===== src/shared/lane_port_regs.vh =====
// Constants of the lane segment packet port controller (attached side).
// Assumes word addressing on the software port, one 32-bit word each.
`ifndef LANE_PORT_REGS_VH
`define LANE_PORT_REGS_VH

`define LANE_COUNT      8
`define ADDR_W          4
// Register word addresses
`define REG_CTRL        4'h0
`define REG_BITMAP      4'h1
`define REG_QUAL        4'h2
`define REG_SEND        4'h3
`define REG_IDLE        4'h4
`define REG_STATUS      4'h5
`define REG_RX_HI       4'h6
`define REG_RX_LO       4'h7
// Control fields
`define CTRL_EN_BIT     0
`define CTRL_LU_LSB     1
`define CTRL_CFG512_BIT 3
`define CTRL_NPRIO_LSB  4
`define CTRL_COLOR_LSB  6
`define CTRL_RESET      32'h0000_0000
// Segment length codes: 0 -> 8, 1 -> 9, 2 -> 10 bytes
`define LU_BASE_LEN     5'h08
// Header bit places (bit 7 is the first transmitted bit)
`define H0_PARITY_BIT   6
`define FILL_BYTE       8'hb5
`define SUBFW_LAST      3'h4
// Status fields
`define ST_PERR_HI      0
`define ST_PERR_LO      1

`endif


===== src/lane_port_host.v =====
// Attached-side controller for one 8-lane segmented packet port.
// Assumes lane bytes are already 8b/10b coded/decoded outside; one
// interleaved lane byte moves per clk_sys edge on each lane.
//
// Behaviour
// - Each lane interleaves high and low segment bytes, high byte first.
// - Lane bit rate and coding are handled by the external serial macro.
// - A port uses eight lanes; each lane carries one segment per packet.
// - Master segment carries header first; slave segments carry payload only.
// - Segment length is 8, 9 or 10 bytes, same at both ends.
// - All eight segments of a packet start on all lanes together.
// - Attached side processes high channel packet before low channel one.
// - Segments of successive packets follow back to back, no gap.
// - Header is qualifier byte plus one or two further bytes.
// - Reserved header bits pass unchanged; senders drive them zero.
// - Even header parity over all configured header bytes.
// - Idle byte 5 carries side channel, byte 6 extra grants.
// - Data headers carry bitmap in bytes two and three; idle carry grants.
// - A grant is active when its header bit is one.
// - Attached side runs two ingress flywheels, reported in idle headers.
// - Priority flywheel advances each packet cycle, wraps after last priority.
// - Subport flywheel cycles 000 to 100, advancing on priority wrap.
`include "lane_port_regs.vh"

module lane_port_host (
	input  wire        clk_sys,
	input  wire        reset_n,
	input  wire [3:0]  addr,
	input  wire [31:0] wdata,
	input  wire        wr_stb,
	input  wire        rd_stb,
	output reg  [31:0] rdata,
	output reg  [63:0] tx_lane,
	output reg         tx_sof,
	input  wire [63:0] rx_lane,
	input  wire        rx_sof,
	output reg         rx_hi_done,
	output reg         rx_lo_done
);

	reg  [31:0] ctrl_r;
	reg  [15:0] bitmap_r;
	reg  [15:0] qual_r;
	reg  [31:0] idle_r;
	reg         pend_hi_r;
	reg         pend_lo_r;
	reg         data_hi_r;
	reg         data_lo_r;
	reg         running_r;
	reg  [4:0]  idx_r;
	reg  [1:0]  prio_fw_r;
	reg  [2:0]  sub_fw_r;
	reg  [1:0]  perr_r;
	reg  [23:0] rx_hdr_hi_r;
	reg  [23:0] rx_hdr_lo_r;
	reg  [23:0] cap_hi_r;
	reg  [23:0] cap_lo_r;
	reg         lo_pend_r;
	reg         lo_bad_r;
	reg         rx_run_r;
	reg  [4:0]  ridx_r;
	reg  [64:0] s1_r;
	reg  [64:0] s2_r;
	reg  [64:0] s3_r;
	reg  [64:0] filt_r;
	reg  [63:0] tx_nxt;

	wire        enable  = ctrl_r[`CTRL_EN_BIT];
	wire        cfg512  = ctrl_r[`CTRL_CFG512_BIT];
	wire [1:0]  nprio   = ctrl_r[`CTRL_NPRIO_LSB+1:`CTRL_NPRIO_LSB];
	wire [1:0]  color   = ctrl_r[`CTRL_COLOR_LSB+1:`CTRL_COLOR_LSB];
	wire [4:0]  lu_len  = `LU_BASE_LEN
		+ {3'h0, ctrl_r[`CTRL_LU_LSB+1:`CTRL_LU_LSB]};
	wire [4:0]  last_idx = {lu_len[3:0], 1'b0} - 5'h01;
	wire        latch   = enable & (~running_r | (idx_r == last_idx));
	wire        ch_lo   = idx_r[0];
	wire [3:0]  byte_no = idx_r[4:1];
	wire        sof_f   = filt_r[64];

	// Even header parity: parity bit equals XOR of every other header bit
	function par_of;
		input [7:0] h0;
		input [7:0] h1;
		input [7:0] h2;
		input       three;
		begin
			par_of = ^{h0[7], h0[5:0], h1, (three ? h2 : 8'h00)};
		end
	endfunction

	// Qualifier byte with the parity bit put in place
	function [7:0] with_par;
		input [7:0] h0;
		input [7:0] h1;
		input [7:0] h2;
		input       three;
		begin
			with_par = h0;
			with_par[`H0_PARITY_BIT] = par_of(h0, h1, h2, three);
		end
	endfunction

	// Idle qualifier: flywheel status, zero protection, colour
	function [7:0] idle_h0;
		input       lo;
		input [2:0] sub;
		input [1:0] pri;
		input [1:0] col;
		begin
			if (lo)
				idle_h0 = {1'b0, 1'b0, 2'b00, col, pri};
			else
				idle_h0 = {sub[2], 1'b0, 2'b00, col, sub[1:0]};
		end
	endfunction

	// Idle grant bytes travel in header bytes two and three
	wire [7:0] ig_h1 = idle_r[23:16];
	wire [7:0] ig_h2 = idle_r[31:24];
	wire [7:0] idle_q = idle_h0(ch_lo, sub_fw_r, prio_fw_r, color);
	wire [7:0] data_q = ch_lo ? qual_r[15:8] : qual_r[7:0];
	wire       is_data = ch_lo ? data_lo_r : data_hi_r;

	// Software register writes; send requests set over the consuming latch
	always @(posedge clk_sys or negedge reset_n)
	begin
		if (!reset_n)
		begin
			ctrl_r    <= `CTRL_RESET;
			bitmap_r  <= 16'h0000;
			qual_r    <= 16'h0000;
			idle_r    <= 32'h0000_0000;
			pend_hi_r <= 1'b0;
			pend_lo_r <= 1'b0;
		end
		else
		begin
			if (wr_stb && addr == `REG_CTRL)
				ctrl_r <= wdata;
			if (wr_stb && addr == `REG_BITMAP)
				bitmap_r <= wdata[15:0];
			if (wr_stb && addr == `REG_QUAL)
				qual_r <= wdata[15:0];
			if (wr_stb && addr == `REG_IDLE)
				idle_r <= wdata;
			pend_hi_r <= (wr_stb && addr == `REG_SEND && wdata[0])
				| (pend_hi_r & ~latch);
			pend_lo_r <= (wr_stb && addr == `REG_SEND && wdata[1])
				| (pend_lo_r & ~latch);
		end
	end

	// Packet cycle sequencer and ingress flywheels
	always @(posedge clk_sys or negedge reset_n)
	begin
		if (!reset_n)
		begin
			running_r <= 1'b0;
			idx_r     <= 5'h00;
			data_hi_r <= 1'b0;
			data_lo_r <= 1'b0;
			prio_fw_r <= 2'b00;
			sub_fw_r  <= 3'b000;
		end
		else if (!enable)
		begin
			running_r <= 1'b0;
			idx_r     <= 5'h00;
		end
		else if (latch)
		begin
			running_r <= 1'b1;
			idx_r     <= 5'h00;
			data_hi_r <= pend_hi_r;
			data_lo_r <= pend_lo_r;
			if (running_r)
			begin
				if (prio_fw_r >= nprio)
				begin
					prio_fw_r <= 2'b00;
					if (sub_fw_r >= `SUBFW_LAST)
						sub_fw_r <= 3'b000;
					else
						sub_fw_r <= sub_fw_r + 3'b001;
				end
				else
					prio_fw_r <= prio_fw_r + 2'b01;
			end
		end
		else
			idx_r <= idx_r + 5'h01;
	end

	// Byte for each lane in the current interleave slot
	always @*
	begin : lane_bytes
		integer l;
		reg [7:0] b;
		tx_nxt = 64'h0;
		b = 8'h00;
		for (l = 0; l < `LANE_COUNT; l = l + 1)
		begin
			if (is_data)
			begin
				if (l == 0 && byte_no == 4'h0)
					b = with_par(data_q, bitmap_r[7:0], bitmap_r[15:8],
						cfg512);
				else if (l == 0 && byte_no == 4'h1)
					b = bitmap_r[7:0];
				else if (l == 0 && byte_no == 4'h2 && cfg512)
					b = bitmap_r[15:8];
				else
					b = {l[2:0], ch_lo, byte_no};
			end
			else if (l == 0)
			begin
				case (byte_no)
				4'h0: b = with_par(idle_q, ig_h1, ig_h2, cfg512);
				4'h1: b = ig_h1;
				4'h2: b = ig_h2;
				4'h5: b = {idle_r[3:0], idle_r[3:0]};
				4'h6: b = idle_r[15:8];
				default: b = `FILL_BYTE;
				endcase
			end
			else
				b = `FILL_BYTE;
			tx_nxt[8*l +: 8] = b;
		end
	end

	// Registered lane outputs; start marker common to all lanes
	// external coder serializes bytes
	always @(posedge clk_sys or negedge reset_n)
	begin
		if (!reset_n)
		begin
			tx_lane <= 64'h0;
			tx_sof  <= 1'b0;
		end
		else
		begin
			tx_lane <= running_r ? tx_nxt : 64'h0;
			tx_sof  <= running_r & (idx_r == 5'h00);
		end
	end

	// Lane pins pass four flops; bytes change every cycle, so an agreement
	// filter would drop them and the one-cycle start marker: stage only
	genvar g;
	generate
		for (g = 0; g <= 64; g = g + 1)
		begin : rx_sync
			wire pin = (g == 64) ? rx_sof : rx_lane[g];
			always @(posedge clk_sys or negedge reset_n)
			begin
				if (!reset_n)
				begin
					s1_r[g]   <= 1'b0;
					s2_r[g]   <= 1'b0;
					s3_r[g]   <= 1'b0;
					filt_r[g] <= 1'b0;
				end
				else
				begin
					s1_r[g] <= pin;
					s2_r[g] <= s1_r[g];
					s3_r[g] <= s2_r[g];
					filt_r[g] <= s3_r[g];
				end
			end
		end
	endgenerate

	wire [7:0] rx_b0   = filt_r[7:0];
	wire [3:0] rbyte   = ridx_r[4:1];
	wire       rlast   = rx_run_r && (ridx_r == last_idx);
	wire [23:0] hi_now = cap_hi_r;
	wire [23:0] lo_now = (rbyte == 4'h0) ? cap_lo_r
		: {cap_lo_r[23:8], cap_lo_r[7:0]};
	wire       bad_hi = par_of(hi_now[7:0], hi_now[15:8], hi_now[23:16],
		cfg512) != hi_now[`H0_PARITY_BIT];
	wire       bad_lo = par_of(lo_now[7:0], lo_now[15:8], lo_now[23:16],
		cfg512) != lo_now[`H0_PARITY_BIT];
	wire       clr_w  = wr_stb && addr == `REG_STATUS;

	// Egress receive: gather master lane header, check, hand high over first
	always @(posedge clk_sys or negedge reset_n)
	begin
		if (!reset_n)
		begin
			rx_run_r    <= 1'b0;
			ridx_r      <= 5'h00;
			cap_hi_r    <= 24'h0;
			cap_lo_r    <= 24'h0;
			rx_hdr_hi_r <= 24'h0;
			rx_hdr_lo_r <= 24'h0;
			lo_pend_r   <= 1'b0;
			lo_bad_r    <= 1'b0;
			rx_hi_done  <= 1'b0;
			rx_lo_done  <= 1'b0;
			perr_r      <= 2'b00;
		end
		else
		begin
			if (sof_f && (!rx_run_r || rlast))
			begin
				rx_run_r <= enable;
				ridx_r   <= 5'h01;
				cap_hi_r <= {16'h0, rx_b0};
			end
			// Disable drops a half-received packet so a restart aligns
			else if (!enable)
				rx_run_r <= 1'b0;
			else if (rx_run_r)
			begin
				ridx_r <= rlast ? 5'h00 : ridx_r + 5'h01;
				rx_run_r <= ~rlast;
				if (rbyte < 4'h3)
				begin
					if (ridx_r[0])
						cap_lo_r[8*rbyte[1:0] +: 8] <= rx_b0;
					else
						cap_hi_r[8*rbyte[1:0] +: 8] <= rx_b0;
				end
			end
			// high channel packet handed over first
			rx_hi_done <= rlast;
			if (rlast)
			begin
				rx_hdr_hi_r <= hi_now;
				lo_pend_r   <= 1'b1;
				lo_bad_r    <= bad_lo;
			end
			else
				lo_pend_r <= 1'b0;
			rx_lo_done <= lo_pend_r;
			if (lo_pend_r)
				rx_hdr_lo_r <= cap_lo_r;
			// Parity error flags: a new error wins over a clear
			perr_r[`ST_PERR_HI] <= (rlast & bad_hi)
				| (perr_r[`ST_PERR_HI] & ~(clr_w & wdata[`ST_PERR_HI]));
			perr_r[`ST_PERR_LO] <= (lo_pend_r & lo_bad_r)
				| (perr_r[`ST_PERR_LO] & ~(clr_w & wdata[`ST_PERR_LO]));
		end
	end

	// Read data appears the cycle after the read strobe, zero otherwise
	always @(posedge clk_sys or negedge reset_n)
	begin
		if (!reset_n)
			rdata <= 32'h0;
		else if (!rd_stb)
			rdata <= 32'h0;
		else
		begin
			case (addr)
			`REG_CTRL:   rdata <= ctrl_r;
			`REG_BITMAP: rdata <= {16'h0, bitmap_r};
			`REG_QUAL:   rdata <= {16'h0, qual_r};
			`REG_SEND:   rdata <= {30'h0, pend_lo_r, pend_hi_r};
			`REG_IDLE:   rdata <= idle_r;
			`REG_STATUS: rdata <= {25'h0, prio_fw_r, sub_fw_r, perr_r};
			`REG_RX_HI:  rdata <= {8'h0, rx_hdr_hi_r};
			`REG_RX_LO:  rdata <= {8'h0, rx_hdr_lo_r};
			default:     rdata <= 32'h0;
			endcase
		end
	end

endmodule // lane_port_host


===== config.mk =====
export PLATFORM = sky130hd
export DESIGN_NAME = lane_port_host
export DESIGN_NICKNAME = d
export VERILOG_FILES = /design/src/lane_port_host.v
export VERILOG_INCLUDE_DIRS = /design/src /design/src/shared
export SDC_FILE = /design/constraint.sdc
export NUM_CORES = 1
export LEC_CHECK = 0
export BUFFER_PORTS_ARGS = -buffer_cell sky130_fd_sc_hd__buf_2
export CAP_MARGIN = 15
export CELL_PAD_IN_SITES_DETAIL_PLACEMENT = 0
export CELL_PAD_IN_SITES_GLOBAL_PLACEMENT = 1
export CORE_ASPECT_RATIO = 1.25
export CORE_MARGIN = 1.5
export CORE_UTILIZATION = 40
export CTS_BUF_LIST = sky130_fd_sc_hd__clkbuf_4 sky130_fd_sc_hd__clkbuf_8
export DETAILED_ROUTE_END_ITERATION = 10
export PLACE_DENSITY = 0.81
export SLEW_MARGIN = 20
export SYNTH_ARGS = -nofsm -noshare
export SYNTH_HDL_FRONTEND = slang
export SYNTH_SLANG_ARGS = --single-unit

===== constraint.sdc =====
create_clock -name clk_sys -period 4.35 [get_ports clk_sys]
set_clock_uncertainty 0.2 [all_clocks]
set_input_delay 0.2175 -clock clk_sys [delete_from_list [all_inputs] [get_ports clk_sys]]
set_output_delay 0.2175 -clock clk_sys [all_outputs]
set_load 0.03 [all_outputs]

==> run metrics <==
Seq cells post-synth=~300; commonest non-fill, non-tap cell in the layout=sky130_fd_sc_hd__dfrtp_1; Peak VDD IR=0.2353 mV; Vert. Die Dim=approximately 210 µm; average wire per cell in the routed design=roughly 20 µm; routed vias/inst=roughly 5.4; First DRT Iteration DRCs=688; Final setup viols=0; count of input and output buffers=144; Post-Synthesis Cell Area=13550 µm²; layout cells sized above 1=around a third; Gate Count Post-Synth=1107; critical path start-end classification=flop to flop; relative max-transition margin=31.11%; first-pass GRT wire length=about 55000 µm; Pins Over Slew Limit=0; number of enable-type register cells in the synthesized netlist=0; Layout area overhead=18.39%; clock tree root driver cell=sky130_fd_sc_hd__clkbuf_8; min setup slack post-route=1.483 ns; via count of the first global-routing pass=9600; highest fanout seen on the critical path=12; # diodes=0; Synth Flop Type=sky130_fd_sc_hd__dfrtp_1; initial core utilization=40.46%; # fillers=~3000; worst slack after detailed placement=1.488 ns; power density over the cells=511.7 nW/µm²; origin of the worst setup path=ctrl_r[1]; Arr. time, crit path=3.13 ns; via count=9320; first-pass detailed-route iteration total=5; Total Nets Final=1388; Top Ports=204; hold violation count in the final report=0; kind of end point of the critical path=flop; worst-skew pair later-pin latency=0.61 ns; fin cells=1731; final period demand of the worst path=2.867 ns; maximum clock path buffer count=3; register clock-pin slew on the reported worst setup and hold paths=0.06 ns; count of H-tree levels built during CTS=2; slowest cell on the critical path=sky130_fd_sc_hd__dfrtp_1; global-route usage over all layers=20.32%; class of the tightest hold or removal check=input pin to async pin; CTS tree=built; routability-driven placement congestion ratio=0.9683; Inserted Clock Buffers=48; cell total after placement=1597; overall die width=167.6 µm; row count=between 70 and 80; largest incremental delay on the critical path=0.48 ns; pin count of the biggest net entering global routing=109; final core occ=between 40% and 50%; number of max-cap violations=0; number of sinks driven by the clock tree=303; static leakage=0.007363 µW; number of buffers and inverters on the critical path=1; DRC violations left=0; nature of the critical path startpoint=flop; critical path required time=4.62 ns; Setup TNS Final=0 ns; status=finished clean; post-synthesis sequential area ratio=a little under three fifths; Async SR Flop Fraction=100.0%; r2r startpoint=ctrl_r[1]; RSZ-0062 raised after global routing=false; critical-path cell list=inv_1 > ha_1 > mux2_4 > nor4_2 > nand2b_4 > and2_4 > a21oi_1 > a22o_2; remaining number of nets flagged by the antenna check after routing=0; count of distinct cell types in the synthesized netlist=61; commonest non-fill, non-tap cells in the layout=303 x sky130_fd_sc_hd__dfrtp_1, 148 x sky130_fd_sc_hd__mux2_2, 143 x sky130_fd_sc_hd__buf_2; core area=between 30000 and 40000 µm²; CTS-repair resized insts=0; slew at the pin with the worst max-slew slack=around 1.0 ns; final wirelength=34670 µm; HPWL reported at the end of detailed placement=between 20000 and 25000 µm; achievable frequency=348.9 MHz; antenna violations before repair=1; post-route fraction of the period consumed by the critical path=65.90%; die footprint=approximately 35000 µm²; count of yosys warnings during synthesis=0; gate family responsible for the most delay along the worst path=simple AND/OR/NAND/NOR gates; GRT overflow=0; synthesized area per cell=12.24 µm²
-- sequential cells by signal, summed over array words and instances, names as in the netlist, 24 cells and up --
name,flops
ctrl_r,32
idle_r,32
rdata,32
cap_hi_r,24
cap_lo_r,24
rx_hdr_hi_r,24
rx_hdr_lo_r,24
-- repair_timing --
item                                   4_1_cts  5_1_grt
hold buffers                                47        0
endpoints found under the hold margin      220        0
buffers inserted                             0        0
-- cell type report --
type / instances / area (µm²) / area share, %
clock buffer: 75 / 963.4 / 6.004
inverter: 20 / 75.07 / 0.4678
timing repair buffer: 212 / 1371 / 8.546
multi-input combinational: 686 / 5341 / 33.29
clock inverter: 12 / 183.9 / 1.146
sequential: 303 / 7582 / 47.25
tap: 423 / 529.3 / 3.298
-- per-layer routing --
| layer | global-route usage, % | wire length [µm] | vias up |
|---|---|---|---|
| li1 | - | - | 4230 |
| met1 | 23.59 | 13600 | 4696 |
| met2 | 35.91 | 17730 | 295 |
| met3 | 3.636 | 1681 | 97 |
| met4 | 10.31 | 1651 | 2 |
| met5 | 0 | 10 | - |
-- synthesized netlist by cell type, types with 3 or more instances --
master,instances,share of area (%)
sky130_fd_sc_hd__nor3_1,8,0.30
sky130_fd_sc_hd__nor2_1,51,1.4
sky130_fd_sc_hd__buf_1,7,0.19
sky130_fd_sc_hd__nor3_2,4,0.30
sky130_fd_sc_hd__mux2i_1,17,1.3
sky130_fd_sc_hd__a32o_1,3,0.22
sky130_fd_sc_hd__xor2_1,20,1.3
sky130_fd_sc_hd__a22o_1,18,1.2
sky130_fd_sc_hd__a22oi_1,73,4.0
sky130_fd_sc_hd__mux2_2,148,12
sky130_fd_sc_hd__nor3b_1,3,0.17
sky130_fd_sc_hd__and3_1,4,0.18
sky130_fd_sc_hd__dfrtp_1,303,56
sky130_fd_sc_hd__a221oi_1,6,0.39
sky130_fd_sc_hd__nand2b_1,10,0.46
sky130_fd_sc_hd__o31ai_1,3,0.17
sky130_fd_sc_hd__clkbuf_1,32,0.89
sky130_fd_sc_hd__inv_1,18,0.50
sky130_fd_sc_hd__o21ai_0,39,1.4
sky130_fd_sc_hd__o22ai_1,9,0.42
sky130_fd_sc_hd__buf_4,48,2.7
sky130_fd_sc_hd__xnor2_1,78,5.0
sky130_fd_sc_hd__nand3_1,8,0.30
sky130_fd_sc_hd__ha_1,12,1.1
sky130_fd_sc_hd__a222oi_1,3,0.22
sky130_fd_sc_hd__a31oi_1,15,0.69
sky130_fd_sc_hd__a22o_2,8,0.59
sky130_fd_sc_hd__nand2_1,72,2.0
sky130_fd_sc_hd__a21oi_1,36,1.3
sky130_fd_sc_hd__buf_2,12,0.44
-- report_power, final --
group / leakage (µW) / internal, µW / switching (µW) / total, µW
Combinational: 0.00283 / 898 / 968 / 1870
Sequential: 0.00394 / 3150 / 397 / 3540
Clock: 0.000595 / 1660 / 1150 / 2800
-- worst paths after layout --
check,endpoint,depth (start not counted),slack [ns]
max in group asynchronous,sub_fw_r[0],3,2.88
min in group clk_sys,s1_r[3],2,0.06
setup / recovery,cap_hi_r[4],8,1.48
hold / removal,s3_r[7],2,0.04
hold reg to reg,filt_r[7],0,0.14
setup reg to reg,cap_hi_r[4],8,1.48
-- cells by family after synthesis --
kind of cell	after synthesis	share of synthesized area (%)
compound gates	229	11.75
xor+xnor	99	6.499
fa+ha+maj	12	1.108
buf+inv	120	4.837
flops	303	55.94
mux	166	13.66
other cells	1	0.02767
simple gates	177	6.176
-- stage by stage --
step / hold slack (ns) / total power [µW] / area (µm²)
floorplan: -0.2781 / 4965 / 13560
global placement: 0.1252 / 5389 / 14430
detailed placement: 0.1268 / 5428 / 14430
CTS: 0.02512 / 8285 / 16040
global route: 0.04112 / 8606 / 16050
finish: 0.03640 / 8211 / 16050
Power figures use the tool's default switching activity.
